$ cat config.mk
export PLATFORM = sky130hd
export DESIGN_NAME = can_command_register
export DESIGN_NICKNAME = d
export VERILOG_FILES = /design/src/can_cmd_pkg.sv /design/src/reg_port_if.sv /design/src/can_command_register.sv /design/src/can_cmd_axil.sv /design/src/can_sleep_ctrl.sv
export VERILOG_INCLUDE_DIRS = /design/src
export SDC_FILE = /design/constraint.sdc
export NUM_CORES = 1
export LEC_CHECK = 0
export ABC_AREA = 1
export BUFFER_PORTS_ARGS = -buffer_cell sky130_fd_sc_hd__buf_2
export CAP_MARGIN = 20
export CORE_MARGIN = 4
export CORE_UTILIZATION = 25
export DETAILED_ROUTE_END_ITERATION = 7
export HOLD_SLACK_MARGIN = 0.03
export PLACE_DENSITY_LB_ADDON = 0.1
export SLEW_MARGIN = 0
export SYNTH_ARGS = -nofsm -noshare
export SYNTH_HDL_FRONTEND = slang
export SYNTH_SLANG_ARGS = --single-unit
export TNS_END_PERCENT = 20
$ cat constraint.sdc
create_clock -name aclk -period 3.8 [get_ports aclk]
set_clock_uncertainty 0.2 [all_clocks]
set_input_delay 0.38 -clock aclk [delete_from_list [all_inputs] [get_ports aclk]]
set_output_delay 0.38 -clock aclk [all_outputs]
set_load 0.01 [all_outputs]
$ cat src/can_cmd_map.svh
`ifndef CAN_CMD_MAP_SVH
`define CAN_CMD_MAP_SVH

// register indices; byte address is four times the index
`define CMD_REG_INDEX 6'h01
`define STATUS_REG_INDEX 6'h02

// command register fields
`define CMD_TRANSMIT_REQUEST 0
`define CMD_ABORT_TRANSMIT 1
`define CMD_RELEASE_RX_BUFFER 2
`define CMD_CLEAR_OVERRUN 3
`define CMD_SLEEP_REQUEST 4
`define CMD_WAKE_SOURCE_SELECT 5
`define CMD_SWITCH_B 6
`define CMD_SWITCH_A 7
`define CMD_READ_ONES 4'hF

// status register fields
`define STAT_RX_BUFFER_FULL 0
`define STAT_DATA_OVERRUN 1
`define STAT_TX_BUFFER_FREE 2
`define STAT_TX_COMPLETE 3
`define STAT_SLEEPING 4
`define STAT_RX_ENABLED 5

// reset values
`define SWITCH_RESET 2'h3
`define TX_COMPLETE_RESET 1'h1

// axi responses
`define RESP_OKAY 2'h0
`define RESP_SLVERR 2'h2

`endif

$ cat src/can_cmd_pkg.sv
`default_nettype none
package can_cmd_pkg;
  typedef enum logic [1:0] {awake, asleep, wait_bus_free} sleep_state_t;
  typedef logic [7:0] reg_byte_t;
  typedef logic [5:0] reg_index_t;
endpackage : can_cmd_pkg
`default_nettype wire

$ cat src/reg_port_if.sv
`timescale 1ns/1ns
`default_nettype none
interface reg_port_if;
  import can_cmd_pkg::*;
  logic wr_pulse;
  reg_index_t wr_index;
  reg_byte_t wr_data;
  reg_index_t rd_index;
  reg_byte_t rd_data;
  logic rd_hit;
  logic wr_hit;
  modport bus (output wr_pulse, output wr_index, output wr_data, output rd_index,
    input rd_data, input rd_hit, input wr_hit);
  modport regs (input wr_pulse, input wr_index, input wr_data, input rd_index,
    output rd_data, output rd_hit, output wr_hit);
endinterface : reg_port_if
`default_nettype wire

$ cat src/can_command_register.sv
`timescale 1ns/1ns
`default_nettype none
`include "can_cmd_map.svh"
module can_command_register
  import can_cmd_pkg::*;
(
  // clock, reset, enable
  input wire logic aclk,
  input wire logic aresetn,
  input wire logic ce,
  // axi4-lite write
  input wire logic [7:0] awaddr,
  input wire logic awvalid,
  output logic awready,
  input wire logic [31:0] wdata,
  input wire logic [3:0] wstrb,
  input wire logic wvalid,
  output logic wready,
  output logic [1:0] bresp,
  output logic bvalid,
  input wire logic bready,
  // axi4-lite read
  input wire logic [7:0] araddr,
  input wire logic arvalid,
  output logic arready,
  output logic [31:0] rdata,
  output logic [1:0] rresp,
  output logic rvalid,
  input wire logic rready,
  // wake detectors from the bus pins (asynchronous)
  input wire logic bus_input_a_active,
  input wire logic bus_input_b_active,
  input wire logic bus_diff_active,
  // protocol engine status (same clock)
  input wire logic tx_started,
  input wire logic tx_in_progress,
  input wire logic tx_done,
  input wire logic rx_message_store,
  input wire logic irq_pending,
  input wire logic bus_idle,
  input wire logic bus_free,
  // command pulses to the protocol engine
  output logic transmit_request_cmd,
  output logic abort_transmit_cmd,
  output logic release_rx_buffer_cmd,
  output logic clear_overrun_cmd,
  // levels to the protocol engine and analogue front end
  output logic tx_pending,
  output logic rx_enable,
  output logic rx_drop,
  output logic wake_irq,
  output logic comparator_a_from_bus,
  output logic comparator_b_from_bus,
  // flags
  output logic transmit_complete_flag,
  output logic transmit_buffer_free_flag,
  output logic rx_buffer_full_flag,
  output logic data_overrun_flag,
  output logic sleeping
);
  reg_port_if port ();

  logic [1:0] sync_a;
  logic [1:0] sync_b;
  logic [1:0] sync_d;
  logic cmd_write;
  reg_byte_t cmd_byte;
  logic sleep_request;
  logic wake_source_select;
  logic bus_input_a_switch_on;
  logic bus_input_b_switch_on;
  logic rx_buffer_zero;
  logic rx_buffer_one;
  logic attached;
  logic wake_by_bus;
  logic next_zero;
  logic next_one;
  logic next_attached;
  logic store_ok;

  // tests one command bit of the current register write
  function automatic logic cmd_bit(input logic wr, input reg_byte_t d, input int pos);
    cmd_bit = wr && d[pos];
  endfunction : cmd_bit

  can_cmd_axil bus_slave (
    .aclk(aclk),
    .aresetn(aresetn),
    .ce(ce),
    .awaddr(awaddr),
    .awvalid(awvalid),
    .awready(awready),
    .wdata(wdata),
    .wstrb(wstrb),
    .wvalid(wvalid),
    .wready(wready),
    .bresp(bresp),
    .bvalid(bvalid),
    .bready(bready),
    .araddr(araddr),
    .arvalid(arvalid),
    .arready(arready),
    .rdata(rdata),
    .rresp(rresp),
    .rvalid(rvalid),
    .rready(rready),
    .port(port.bus)
  );

  // detector pins are asynchronous; two flops before anything looks
  always_ff @(posedge aclk)
  begin
    if (!aresetn)
    begin
      sync_a <= 2'h0;
      sync_b <= 2'h0;
      sync_d <= 2'h0;
    end
    else if (ce)
    begin
      sync_a <= {sync_a[0], bus_input_a_active};
      sync_b <= {sync_b[0], bus_input_b_active};
      sync_d <= {sync_d[0], bus_diff_active};
    end
  end

  can_sleep_ctrl sleep_ctrl (
    .aclk(aclk),
    .aresetn(aresetn),
    .ce(ce),
    .sleep_request(sleep_request),
    .wake_source_select(wake_source_select),
    .irq_pending(irq_pending),
    .bus_idle(bus_idle),
    .bus_free(bus_free),
    .activity_a(sync_a[1]),
    .activity_b(sync_b[1]),
    .activity_diff(sync_d[1]),
    .sleeping(sleeping),
    .rx_enable(rx_enable),
    .wake_irq(wake_irq),
    .wake_by_bus(wake_by_bus)
  );

  // register decode
  assign cmd_write = port.wr_pulse && (port.wr_index == `CMD_REG_INDEX);
  assign cmd_byte = port.wr_data;
  assign port.wr_hit = (port.wr_index == `CMD_REG_INDEX);

  // command pulses last only the write cycle, nothing is latched
  assign transmit_request_cmd = cmd_bit(cmd_write, cmd_byte, `CMD_TRANSMIT_REQUEST);
  assign abort_transmit_cmd = cmd_bit(cmd_write, cmd_byte, `CMD_ABORT_TRANSMIT);
  assign release_rx_buffer_cmd = cmd_bit(cmd_write, cmd_byte, `CMD_RELEASE_RX_BUFFER);
  assign clear_overrun_cmd = cmd_bit(cmd_write, cmd_byte, `CMD_CLEAR_OVERRUN);

  // stored control bits
  always_ff @(posedge aclk)
  begin
    if (!aresetn)
    begin
      sleep_request <= 1'h0;
      wake_source_select <= 1'h0;
    end
    else if (ce)
    begin
      if (cmd_write)
      begin
        sleep_request <= cmd_byte[`CMD_SLEEP_REQUEST];
        wake_source_select <= cmd_byte[`CMD_WAKE_SOURCE_SELECT];
      end
      else if (wake_by_bus)
        sleep_request <= 1'h0; // bus wake ends the request, else we would doze again
    end
  end

  // switches: 00 keeps the previous routing
  always_ff @(posedge aclk)
  begin
    if (!aresetn)
      {bus_input_a_switch_on, bus_input_b_switch_on} <= `SWITCH_RESET;
    else if (ce && cmd_write && (cmd_byte[`CMD_SWITCH_A] || cmd_byte[`CMD_SWITCH_B]))
      {bus_input_a_switch_on, bus_input_b_switch_on} <=
        {cmd_byte[`CMD_SWITCH_A], cmd_byte[`CMD_SWITCH_B]};
  end

  // a low route selects the half-supply reference for that comparator input
  assign comparator_a_from_bus = bus_input_a_switch_on;
  assign comparator_b_from_bus = bus_input_b_switch_on;

  // pending transmission: only abort or the engine's start removes it
  always_ff @(posedge aclk)
  begin
    if (!aresetn)
      tx_pending <= 1'h0;
    else if (ce)
    begin
      if (transmit_request_cmd)
        tx_pending <= 1'h1;
      else if (tx_started)
        tx_pending <= 1'h0;
      else if (abort_transmit_cmd && !tx_in_progress)
        tx_pending <= 1'h0;
    end
  end

  assign transmit_buffer_free_flag = !tx_pending && !tx_in_progress;

  // complete flag; a finishing frame wins over a new request in the same cycle
  always_ff @(posedge aclk)
  begin
    if (!aresetn)
      transmit_complete_flag <= `TX_COMPLETE_RESET;
    else if (ce)
    begin
      if (tx_done)
        transmit_complete_flag <= 1'h1;
      else if (transmit_request_cmd)
        transmit_complete_flag <= 1'h0;
    end
  end

  // two receive buffers; the cpu sees the older full one
  always_comb
  begin
    next_zero = rx_buffer_zero;
    next_one = rx_buffer_one;
    next_attached = attached;
    if (release_rx_buffer_cmd)
    begin
      if (attached)
        next_one = 1'h0;
      else
        next_zero = 1'h0;
      next_attached = !attached; // the other buffer, possibly full already
    end
    store_ok = rx_message_store && !(rx_buffer_zero && rx_buffer_one);
    if (store_ok)
    begin
      // fill the attached buffer first, so a release exposes the older message
      if (!rx_buffer_zero && (!attached || rx_buffer_one))
        next_zero = 1'h1;
      else
        next_one = 1'h1;
    end
  end

  always_ff @(posedge aclk)
  begin
    if (!aresetn)
    begin
      rx_buffer_zero <= 1'h0;
      rx_buffer_one <= 1'h0;
      attached <= 1'h0;
    end
    else if (ce)
    begin
      rx_buffer_zero <= next_zero;
      rx_buffer_one <= next_one;
      attached <= next_attached;
    end
  end

  // message arriving with both buffers full is dropped
  assign rx_drop = rx_message_store && rx_buffer_zero && rx_buffer_one;

  // overrun flag; an overrun in the clear cycle is kept
  always_ff @(posedge aclk)
  begin
    if (!aresetn)
      data_overrun_flag <= 1'h0;
    else if (ce)
    begin
      if (rx_drop)
        data_overrun_flag <= 1'h1;
      else if (clear_overrun_cmd)
        data_overrun_flag <= 1'h0;
    end
  end

  // full flag; a store in the release cycle keeps it set
  always_ff @(posedge aclk)
  begin
    if (!aresetn)
      rx_buffer_full_flag <= 1'h0;
    else if (ce)
    begin
      if (store_ok)
        rx_buffer_full_flag <= 1'h1;
      else if (release_rx_buffer_cmd)
        rx_buffer_full_flag <= 1'h0;
    end
  end

  // read mux; releases need no spacing here, each pulse is acted on
  always_comb
  begin
    port.rd_data = 8'h00;
    port.rd_hit = 1'h1;
    if (port.rd_index == `CMD_REG_INDEX)
    begin
      port.rd_data[`CMD_SWITCH_A] = bus_input_a_switch_on;
      port.rd_data[`CMD_SWITCH_B] = bus_input_b_switch_on;
      port.rd_data[`CMD_WAKE_SOURCE_SELECT] = wake_source_select;
      port.rd_data[`CMD_SLEEP_REQUEST] = sleeping;
      port.rd_data[3:0] = `CMD_READ_ONES;
    end
    else if (port.rd_index == `STATUS_REG_INDEX)
    begin
      port.rd_data[`STAT_RX_BUFFER_FULL] = rx_buffer_full_flag;
      port.rd_data[`STAT_DATA_OVERRUN] = data_overrun_flag;
      port.rd_data[`STAT_TX_BUFFER_FREE] = transmit_buffer_free_flag;
      port.rd_data[`STAT_TX_COMPLETE] = transmit_complete_flag;
      port.rd_data[`STAT_SLEEPING] = sleeping;
      port.rd_data[`STAT_RX_ENABLED] = rx_enable;
    end
    else
      port.rd_hit = 1'h0;
  end
endmodule : can_command_register
`default_nettype wire

$ cat src/can_cmd_axil.sv
`timescale 1ns/1ns
`default_nettype none
`include "can_cmd_map.svh"
module can_cmd_axil
  import can_cmd_pkg::*;
(
  // clock, reset, enable
  input wire logic aclk,
  input wire logic aresetn,
  input wire logic ce,
  // write address and data
  input wire logic [7:0] awaddr,
  input wire logic awvalid,
  output logic awready,
  input wire logic [31:0] wdata,
  input wire logic [3:0] wstrb,
  input wire logic wvalid,
  output logic wready,
  output logic [1:0] bresp,
  output logic bvalid,
  input wire logic bready,
  // read
  input wire logic [7:0] araddr,
  input wire logic arvalid,
  output logic arready,
  output logic [31:0] rdata,
  output logic [1:0] rresp,
  output logic rvalid,
  input wire logic rready,
  // register side
  reg_port_if.bus port
);
  logic aw_held;
  logic w_held;
  reg_index_t aw_index;
  reg_byte_t w_byte;
  logic w_lane0;

  // channels take one item each; a held item blocks its channel until the response
  assign awready = ce && !aw_held && !bvalid;
  assign wready = ce && !w_held && !bvalid;
  assign arready = ce && !rvalid;

  // capture write address and data independently
  always_ff @(posedge aclk)
  begin
    if (!aresetn)
    begin
      aw_held <= 1'h0;
      w_held <= 1'h0;
      aw_index <= 6'h00;
      w_byte <= 8'h00;
      w_lane0 <= 1'h0;
    end
    else if (ce)
    begin
      if (awvalid && awready)
      begin
        aw_held <= 1'h1;
        aw_index <= awaddr[7:2];
      end
      else if (port.wr_pulse)
        aw_held <= 1'h0;
      if (wvalid && wready)
      begin
        w_held <= 1'h1;
        w_byte <= wdata[7:0];
        w_lane0 <= wstrb[0];
      end
      else if (port.wr_pulse)
        w_held <= 1'h0;
    end
  end

  // a disabled byte lane makes the write harmless but still answered
  assign port.wr_pulse = ce && aw_held && w_held;
  assign port.wr_index = w_lane0 ? aw_index : 6'h3F;
  assign port.wr_data = w_byte;
  assign port.rd_index = araddr[7:2];

  // write response
  always_ff @(posedge aclk)
  begin
    if (!aresetn)
    begin
      bvalid <= 1'h0;
      bresp <= `RESP_OKAY;
    end
    else if (ce)
    begin
      if (port.wr_pulse)
      begin
        bvalid <= 1'h1;
        bresp <= (port.wr_hit || !w_lane0) ? `RESP_OKAY : `RESP_SLVERR;
      end
      else if (bready)
        bvalid <= 1'h0;
    end
  end

  // read response one cycle after the address is taken
  always_ff @(posedge aclk)
  begin
    if (!aresetn)
    begin
      rvalid <= 1'h0;
      rdata <= 32'h00000000;
      rresp <= `RESP_OKAY;
    end
    else if (ce)
    begin
      if (arvalid && arready)
      begin
        rvalid <= 1'h1;
        rdata <= {24'h000000, port.rd_data};
        rresp <= port.rd_hit ? `RESP_OKAY : `RESP_SLVERR;
      end
      else if (rready)
        rvalid <= 1'h0;
    end
  end
endmodule : can_cmd_axil
`default_nettype wire

$ cat src/can_sleep_ctrl.sv
`timescale 1ns/1ns
`default_nettype none
module can_sleep_ctrl
  import can_cmd_pkg::*;
(
  // clock, reset, enable
  input wire logic aclk,
  input wire logic aresetn,
  input wire logic ce,
  // control
  input wire logic sleep_request,
  input wire logic wake_source_select,
  input wire logic irq_pending,
  input wire logic bus_idle,
  input wire logic bus_free,
  // synchronised activity detectors
  input wire logic activity_a,
  input wire logic activity_b,
  input wire logic activity_diff,
  // results
  output logic sleeping,
  output logic rx_enable,
  output logic wake_irq,
  output logic wake_by_bus
);
  sleep_state_t state;
  logic activity;

  // single ended compares each wire to the mid reference; differential resists noise
  assign activity = wake_source_select ? (activity_a || activity_b) : activity_diff;

  assign sleeping = (state == asleep);
  assign rx_enable = (state == awake);

  // sleep state machine
  always_ff @(posedge aclk)
  begin
    if (!aresetn)
    begin
      state <= awake;
      wake_irq <= 1'h0;
      wake_by_bus <= 1'h0;
    end
    else if (ce)
    begin
      wake_irq <= 1'h0;
      wake_by_bus <= 1'h0;
      case (state)
        awake:
        begin
          if (sleep_request && !irq_pending && bus_idle)
            state <= asleep;
        end
        asleep:
        begin
          if (!sleep_request)
          begin
            state <= awake;
            wake_irq <= 1'h1;
          end
          else if (activity)
          begin
            state <= wait_bus_free;
            wake_irq <= 1'h1;
            wake_by_bus <= 1'h1;
          end
        end
        wait_bus_free:
        begin
          // the frame that woke us is lost; receive from the next bus-free on
          if (bus_free)
            state <= awake;
        end
        default:
          state <= awake;
      endcase
    end
  end
endmodule : can_sleep_ctrl
`default_nettype wire

* After elaboration in Yosys (flattened, before gate mapping)
Index checks and enable logic that the tools add are counted.
Word-level totals: word-level logic and storage cells 147, flip-flop bits (word level) 52, output and inout bits 56
Operators by class: mux-type cells 45, reductions and logical operators 67, eq/ne operators 8
Operator list (count):
- 1-bit 2-to-1 mux | 34
- 2-bit AND reduction | 15
- 1-bit logical AND | 26
- 6-bit 2-to-1 mux | 3
- 2-bit nonzero test | 8
- 2-bit 2-to-1 mux | 7
- 6-bit by 1-bit == test with 1-bit output, second input constant | 2
- 1-bit zero test | 11
- 6-bit by 2-bit == test with 1-bit output, second input constant | 1
- 2-bit one-hot mux with 3 select lines | 1
- 1-bit logical OR | 4
- 4-bit AND reduction | 1
- 3-bit by 2-bit != test with 1-bit output, second input constant | 1
- 3-bit nonzero test | 1
- 2-bit by 1-bit == test with 1-bit output, second input constant | 1
- 2-bit == test, second input constant | 1
- 2-bit zero test | 1
- 2-bit by 1-bit != test with 1-bit output, second input constant | 1
- 2-bit != test, second input constant | 1

* Depth between registers and ports, before layout
Gate-level depths: netlist of the first run.
word-level depth 8, gate-level depth with buffers 9, depth with buffers taken out 9

* By module
A second synthesis of the first run with hierarchy kept.
Second synthesis, totals: cell total of the unflattened synthesis 386, area total of the unflattened synthesis 2646.3 µm²
By module, submodules not included:
- can_cmd_axil | area an instance 1550.2 µm², seq. area each 580.6 µm², instances 1, cells an instance 221
- can_command_register | area an instance 863.3 µm², seq. area each 340.3 µm², instances 1, cells an instance 126
- can_sleep_ctrl | area an instance 232.7 µm², seq. area each 80.1 µm², instances 1, cells an instance 39

* Worst setup path after synthesis of the first run
OpenSTA, ideal clock, no wires.
path type in2out, start input ce, end output abort_transmit_cmd, data required time 3.220 ns, path buffers 1, stages 5, arrival 0.958 ns, slack 2.262 ns, path through buf_6 > nand2_2 > nor2_4 > nand2_2 > nor2_1
On the way: cells in the longest elaborated chain, start to end 4
Ends and longest elaborated chain:
- start: declaration | line can_command_register.sv:10 | input wire logic ce,
- 1-bit logical AND (2 in series) | line can_cmd_axil.sv:76 | assign port.wr_pulse = ce && aw_held && w_held;
- 1-bit logical AND | line can_command_register.sv:146 | assign cmd_write = port.wr_pulse && (port.wr_index == `CMD_REG_INDEX);
- 1-bit logical AND | line can_command_register.sv:83 | cmd_bit = wr && d[pos];
- end: declaration | line can_command_register.sv:44 | output logic abort_transmit_cmd,
Every way passes these cells.

* Worst setup path in the final report of the first run
start register bus_slave.w_lane0, end output release_rx_buffer_cmd
On the way: cells in the longest elaborated chain, start to end 4
Ends and longest elaborated chain:
- start: declaration | line can_cmd_axil.sv:37 | logic w_lane0;
- start signal: assignment | line can_cmd_axil.sv:68 | w_lane0 <= wstrb[0];
- 6-bit 2-to-1 mux | line can_cmd_axil.sv:77 | assign port.wr_index = w_lane0 ? aw_index : 6'h3F;
- 6-bit by 1-bit == test with 1-bit output (no line)
- 1-bit logical AND | line can_command_register.sv:146
- 1-bit logical AND | line can_command_register.sv:83
- end: declaration | line can_command_register.sv:45 | output logic release_rx_buffer_cmd,
Every way passes these cells.

==> impl_summary.log, run 1 <==
[metrics] kind of start point of the critical path: register
[metrics] cell area power density: 397 nW/µm²
[metrics] drt wl/cell: 11.8 µm
[metrics] sequential element share of the synthesized area: about 44%
[metrics] Clock H-tree levels: 2
[metrics] count of filler cells inserted in the layout: roughly 1000
[metrics] die width: between 100 and 150 µm
[metrics] post-synthesis sequential element count: 50
[metrics] boundary pin count: approximately 130
[metrics] post-synth top area share: between 40% and 50%
[metrics] area of the die: 10700 µm²
[metrics] Final Wtd Congestion: about 0.73
[metrics] Area Overhead vs Synth: 18.6%
[metrics] Synth Flop Type: sky130_fd_sc_hd__dfxtp_1
[metrics] Logic pwr share: approximately an eighth
[metrics] Worst Hold Class: in -> reg
[metrics] part of the total power dissipated in sequential elements: between 50% and 60%
[metrics] reported leakage power: 0.00124 µW
[metrics] cell mode on critical path: sky130_fd_sc_hd__nand2_1
[metrics] CP Class: reg -> out
[metrics] delay contributed by the slowest stage of the critical path: between 0.3 and 0.4 ns
[metrics] warnings from Yosys: 0
[metrics] Avg Synthesized Cell Area: 7.40 µm²
[metrics] switching power of the nets: around 280 µW
[metrics] post-layout instance area: about 2700 µm²
[metrics] y dimension of the die: 103 µm
[metrics] number of cells produced by synthesis: roughly 310
[metrics] clock share of power: a little over a third
[metrics] Worst Path Arrival: between 1.5 and 2 ns
[metrics] Clk Latency, worst-skew pair: about 0.30 ns
[metrics] RSZ-0062 raised after global routing: no
[metrics] count of distinct cell types in the synthesized netlist: 27
[metrics] total setup buffers inserted after CTS: 0
[metrics] total internal power: just under 800 µW
[metrics] synthesized area: ~2300 µm²
[metrics] number of antenna violations at the first check in global routing: 0
[metrics] via count of the first global-routing pass: roughly 1800
[metrics] relative max-transition margin: between 50% and 60%
[metrics] Final setup violation count: 0
[metrics] slew at the pin with the worst max-slew slack: between 0.6 and 0.7 ns
[metrics] total iterations of the first detailed-routing run: 4
[metrics] FFs w/ async S/R, synth: 0%
[metrics] Final Power: approximately 1100 µW
[metrics] number of remaining DRC errors: 0
[metrics] n_diodes: 0
[metrics] clock sink count: 50
[metrics] number of core rows: 34
[metrics] switching share of total power: 26.0%
[metrics] number of pins exceeding their max-slew limit in the final report: 0
[metrics] data required time at the worst endpoint: 3.22 ns
[metrics] clock-pin slew of the registers on the worst-case setup and hold paths: approximately 0.10 ns
[metrics] largest net degree at the start of global routing: 32
[metrics] CP max FO: 7
[metrics] Max IR drop VDD: 144 µV
[metrics] starting density of the core: 25.9%
[metrics] Remaining Overflow, GRT: 0
[metrics] fraction of layout cells with a size suffix above 1: between 20% and 30%
[metrics] Total Nets Final: between 400 and 500
[metrics] root buffer cell: sky130_fd_sc_hd__clkbuf_8
[metrics] mean number of vias per cell: about 4.2
[metrics] post-route fraction of the period consumed by the critical path: 55.1%
[metrics] global-route usage over all layers: approximately a tenth
[metrics] Synth area leaders: sky130_fd_sc_hd__dfxtp_1, sky130_fd_sc_hd__buf_4, sky130_fd_sc_hd__a21oi_1
[metrics] area after detailed placement: between 2000 and 3000 µm²
[metrics] core region area: 8760 µm²
[metrics] number of endpoints with negative hold slack in the final report: 0
[metrics] number of routed nets with antenna violations: 0
[metrics] result of the run: finished clean
[metrics] detailed-route wire length: ~5600 µm
[metrics] maximum buffer depth of the clock tree: 2
[metrics] Critical Path End Type: primary output
[metrics] most repeated cell in the gate-level netlist after synthesis: sky130_fd_sc_hd__dfxtp_1
[metrics] chain of cells forming the critical path: nand2_1 > inv_1 > nand2_1 > nor2_1 > nand2_2 > nor2_2 > buf_2
[metrics] post-cts repair resize count: 0
[metrics] number of synthesized flops with an enable pin: 0
[metrics] MaxCap Viol Count: 0
[metrics] half-perimeter wire length of the detailed placement result: around 4300 µm
[metrics] number of hold buffers added after cts: 0
[metrics] aggregate negative setup slack: 0 ns
[metrics] Initial DRC Count: 72
[metrics] post-synthesis cell type with the largest combined area: sky130_fd_sc_hd__dfxtp_1
[metrics] post-layout min period: about 2.1 ns
[metrics] wire length of the first global-routing pass: 8830 µm
[metrics] Max stage delay cell, worst path: sky130_fd_sc_hd__dfxtp_1
[metrics] f_max: roughly 480 MHz
[metrics] synth cell count leaders: sky130_fd_sc_hd__dfxtp_1, sky130_fd_sc_hd__nand2_1, sky130_fd_sc_hd__nor2_1
[metrics] clock tree from TritonCTS: yes
[metrics] count of vias placed by the detailed router: 1988
[metrics] Port Buffers: 68
[metrics] total clock buffers created by CTS: 5
==> placed cells by master (no fill, tap or decap), types with 3 or more instances in the layout <==
cell,netlist,layout
sky130_fd_sc_hd__nor2_1,42,42
sky130_fd_sc_hd__o21ai_1,6,6
sky130_fd_sc_hd__nand3_1,7,7
sky130_fd_sc_hd__dfxtp_1,50,50
sky130_fd_sc_hd__buf_2,2,68
sky130_fd_sc_hd__conb_1,1,26
sky130_fd_sc_hd__o21ai_0,29,29
sky130_fd_sc_hd__nand2_1,45,45
sky130_fd_sc_hd__clkbuf_8,0,5
sky130_fd_sc_hd__nor3_1,3,3
sky130_fd_sc_hd__inv_1,31,31
sky130_fd_sc_hd__a21oi_1,35,35
sky130_fd_sc_hd__nand2_2,4,4
==> stage by stage <==
stage | util [%] | hold slack, ns | std cells | setup WS [ns]
2_1_floorplan | - | 0.229 | 332 | 2.26
6_report | 30.7 | 0.0931 | 479 | 1.71
3_3_place_gp | 29.4 | 0.242 | 471 | 1.52
4_1_cts | 30.7 | 0.0782 | 479 | 1.63
5_1_grt | 30.7 | 0.0813 | 479 | 1.51
3_5_place_dp | 29.4 | 0.246 | 471 | 1.50
==> cell type report <==
type / instances / area [µm²] / share of cell area, %
sequential: 50 / 1000 / 37.2
multi-input combinational: 212 / 978 / 36.3
timing repair buffer: 68 / 340 / 12.6
tap: 108 / 135 / 5.02
inverter: 33 / 124 / 4.60
clock buffer: 5 / 68.8 / 2.56
clock inverter: 3 / 45.0 / 1.67
==> flip-flops by register name, summed over array words and instances (netlist names), 2 cells and up <==
register                count
bus_slave.aw_index          6
sync_a                      2
sleep_ctrl.state            2
bus_slave.port.wr_data      8
sync_d                      2
sync_b                      2
bus_slave.rdata             8
==> cell families after synthesis <==
kind of cell    after synthesis  synth area share, %
other cells                   1                0.165
simple gates                110                 21.4
buf+inv                      70                 17.0
compound gates               76                 17.4
flops                        50                 44.1
==> final timing paths <==
path | cells after the start | slack, ns | endpoint | startpoint
hold reg to reg | 2 | 0.25 | sync_d[1]$_SDFFE_PN0P_ | sync_d[1]$_SDFFE_PN0P_
hold / removal | 3 | 0.09 | transmit_complete_flag$_SDFFE_PN1P_ | tx_done
setup / recovery | 7 | 1.71 | release_rx_buffer_cmd | bus_slave.w_lane0$_SDFFE_PN0P_
setup reg to reg | 5 | 2.21 | bus_slave.rdata[1]$_SDFFE_PN0P_ | bus_slave.rvalid$_SDFFE_PN0P_
==> worst max-delay path, delay by kind of cell, from the launching register on <==
| family | cells | cell delay, ns |
|---|---|---|
| buffers and inverters | 2 | 0.20 |
| and+or+nand+nor | 5 | 0.62 |
| DFF | 1 | 0.39 |
==> power by group through the flow <==
| stage | clock, µW | sequential, µW | combinational (µW) |
|---|---|---|---|
| floorplan | 0 | 575 | 107 |
| global placement | 0 | 577 | 130 |
| detailed placement | 0 | 577 | 131 |
| CTS | 396 | 565 | 131 |
| global route | 416 | 569 | 150 |
| finish | 377 | 564 | 129 |
==> layer usage <==
metal,share of wire [%],vias to the layer above,track usage (%)
li1,-,1053,-
met1,48,868,13.5
met2,43,65,17.3
met3,8.5,2,3.15
met4,0.41,0,2.99
met5,0,-,0
Note: power is estimated with default switching activity, not from simulation.
==> inputs of run 2 (changes only) <==
clock period = 2 ns   (was 3.8 ns; I/O delays follow)
==> run 2 against run 1 <==
Net effect:
- clock power increased by 120%
- register-to-register slack got worse by 1.7 ns
- first-iteration DRC count decreased by 31%
- largest cell class unchanged
- largest power group unchanged
==> impl_summary.log, run 2 (synthesis gave the netlist of run 1 again) <==
[metrics] detailed-route wire length: 5750 µm (+2.1%)
[metrics] Critical Path End Type: primary output
[metrics] clock sink count: 50 (unchanged)
[metrics] Initial DRC Count: 50 (-31%)
[metrics] switching share of total power: 24.1% (-2.0 points)
[metrics] Area Overhead vs Synth: 31.4%
[metrics] mean number of vias per cell: 4.18 (+0.67%)
[metrics] Worst Path Arrival: 1.44 ns (-0.07 ns)
[metrics] wire length of the first global-routing pass: 9360 µm (+6.1%)
[metrics] total setup buffers inserted after CTS: 0 (unchanged)
[metrics] root buffer cell: sky130_fd_sc_hd__clkbuf_8
[metrics] number of pins exceeding their max-slew limit in the final report: 0 (unchanged)
[metrics] number of endpoints with negative hold slack in the final report: 0 (unchanged)
[metrics] MaxCap Viol Count: 0 (unchanged)
[metrics] crit path from: bus_slave.w_lane0$_SDFFE_PN0P_
[metrics] end-of-flow core utilization: 34.1% (+3.3 points)
[metrics] post-layout min period: between 1.5 and 2 ns
[metrics] count of filler cells inserted in the layout: 988 (-2.0%)
[metrics] cell area power density: 736 nW/µm² (+85%)
[metrics] Clk Latency, worst-skew pair: 0.30 ns (about the same)
[metrics] total iterations of the first detailed-routing run: 4 (unchanged)
[metrics] CP max FO: 7 (unchanged)
[metrics] starting density of the core: 25.9% (unchanged)
[metrics] Port Buffers: 68 (unchanged)
[metrics] die width: 103 µm (unchanged)
[metrics] Remaining Overflow, GRT: 0 (unchanged)
[metrics] via count of the first global-routing pass: 1954 (+6.1%)
[metrics] clock share of power: 38.1% (+2.9 points)
[metrics] Final setup violation count: 0 (unchanged)
[metrics] r2r startpoint: bus_slave.w_lane0$_SDFFE_PN0P_
[metrics] most used cells in the layout excluding fill and tap cells: sky130_fd_sc_hd__buf_2, sky130_fd_sc_hd__dfxtp_1, sky130_fd_sc_hd__nand2_1
[metrics] number of antenna violations at the first check in global routing: 0 (unchanged)
[metrics] boundary pin count: 126 (unchanged)
[metrics] depth of the worst hold-timing path: 6 (+3)
[metrics] result of the run: finished clean
[metrics] count of vias placed by the detailed router: 2110 (+6.1%)
[metrics] Logic pwr share: 13.1% (+1.0 points)
[metrics] kind of start point of the critical path: register
[metrics] maximum buffer depth of the clock tree: 2 (unchanged)
[metrics] f_max: around 540 MHz
[metrics] largest net degree at the start of global routing: 31 (-3.1%)
[metrics] leading cell type in the layout, fill and taps excluded: sky130_fd_sc_hd__buf_2
[metrics] aggregate negative setup slack: 0 ns (unchanged)
[metrics] Final Wtd Congestion: 0.733 (about the same)
[metrics] global-route usage over all layers: 11.2% (+0.62 points)
[metrics] part of the total power dissipated in sequential elements: 48.8% (-3.9 points)
[metrics] post-route fraction of the period consumed by the critical path: roughly 92%
[metrics] area of the die: 10700 µm² (unchanged)
[metrics] data required time at the worst endpoint: 1.60 ns (-1.62 ns)
[metrics] n_diodes: 0 (unchanged)
[metrics] number of routed nets with antenna violations: 0 (unchanged)
[metrics] total internal power: 1670 µW (+110%)
[metrics] total clock buffers created by CTS: 5 (unchanged)
[metrics] switching power of the nets: 529 µW (+90%)
[metrics] clock-pin slew of the registers on the worst-case setup and hold paths: 0.09 ns (about the same)
[metrics] drt wl/cell: 11.4 µm (-3.2%)
[metrics] Max IR drop VDD: 324 µV (+130%)
[metrics] core region area: 8760 µm² (unchanged)
[metrics] Total Nets Final: 466 (+5.9%)
[metrics] Worst Hold Class: in -> reg
[metrics] number of remaining DRC errors: 0 (unchanged)
[metrics] number of core rows: 34 (unchanged)
[metrics] RSZ-0062 raised after global routing: no
[metrics] Clock H-tree levels: 2 (unchanged)
[metrics] reported leakage power: 0.00138 µW (+11%)
[metrics] clock tree from TritonCTS: yes
[metrics] y dimension of the die: 103 µm (unchanged)
[metrics] half-perimeter wire length of the detailed placement result: 4460 µm (+3.4%)
[metrics] HP Start: tx_started
[metrics] CP Class: reg -> out
[metrics] fraction of layout cells with a size suffix above 1: 23.9% (+0.21 points)
[metrics] logic depth of the worst register-to-register path: 9 (+4)
[run 2: changes by cell type in the layout (fill, tap and decap cells not counted), moves of 2 or more]
cell / previous run / this run
sky130_fd_sc_hd__clkinvlp_4: 2 / 0
sky130_fd_sc_hd__dfxtp_1: 50 / 48
sky130_fd_sc_hd__dlygate4sd3_1: 0 / 22
sky130_fd_sc_hd__buf_4: 0 / 3
sky130_fd_sc_hd__dfxtp_2: 0 / 2
[run 2: worst paths after layout]
kind / endpoint / slack, ns
worst max-delay path: release_rx_buffer_cmd / 0.16
worst max register to register: rx_buffer_one$_SDFFE_PN0P_ / 0.50
worst min-delay path: tx_pending$_SDFFE_PN0P_ / 0.04
worst min register to register: bus_slave.port.wr_data[7]$_SDFFE_PN0P_ / 0.26
[run 2: layer usage]
metal	global-route usage, %	vias up	wire length (µm)
met5	0	-	0
met2	18.0	68	2560
met3	2.82	5	438
li1	-	1109	-
met1	15.2	928	2710
met4	2.39	0	45
[run 2: worst max-delay path, cell delays in order (launching register included)]
cell and delay [ns]:
sky130_fd_sc_hd__dfxtp_1 0.39, sky130_fd_sc_hd__nand2_1 0.07, sky130_fd_sc_hd__inv_1 0.05, sky130_fd_sc_hd__nand2_1 0.05
sky130_fd_sc_hd__nor2_2 0.13, sky130_fd_sc_hd__nand2_2 0.15, sky130_fd_sc_hd__nor2_2 0.16, sky130_fd_sc_hd__buf_2 0.15
[run 2: layout make-up]
cell class | count | area (µm²) | area share, %
flip-flops and latches | 50 | 1000 | 33.6
multi-input cells | 212 | 981 | 32.9
repair buffers | 94 | 603 | 20.2
well taps | 108 | 135 | 4.53
inverters | 33 | 124 | 4.15
clock buffers | 5 | 68.8 | 2.31
clock inverters | 3 | 68.8 | 2.31
[run 2: through the flow]
step	setup WS [ns]	hold slack, ns	instances	cell area (µm²)	total power [µW]
CTS	0.0403	0.0329	505	2980	2240
floorplan	0.580	0.124	332	2360	1300
finish	0.158	0.0433	505	2980	2200
global route	0.0157	0.0736	505	2980	2330
detailed placement	0.392	0.222	475	2620	1350
global placement	0.399	0.211	475	2620	1350
[run 2: repair_timing]
action                     in CTS  in global routing
setup endpoints to repair       0                  4
gates resized for setup         0                  3
hold buffers                   22                  0
hold endpoints to repair       23                  0
[run 2: power groups by stage]
stage               Sequential [µW]  Clock [µW]  Combinational (µW)
floorplan                      1090           0                 203
detailed placement             1100           0                 257
global placement               1100           0                 256
CTS                            1070         873                 291
global route                   1080         918                 332
finish                         1070         837                 288
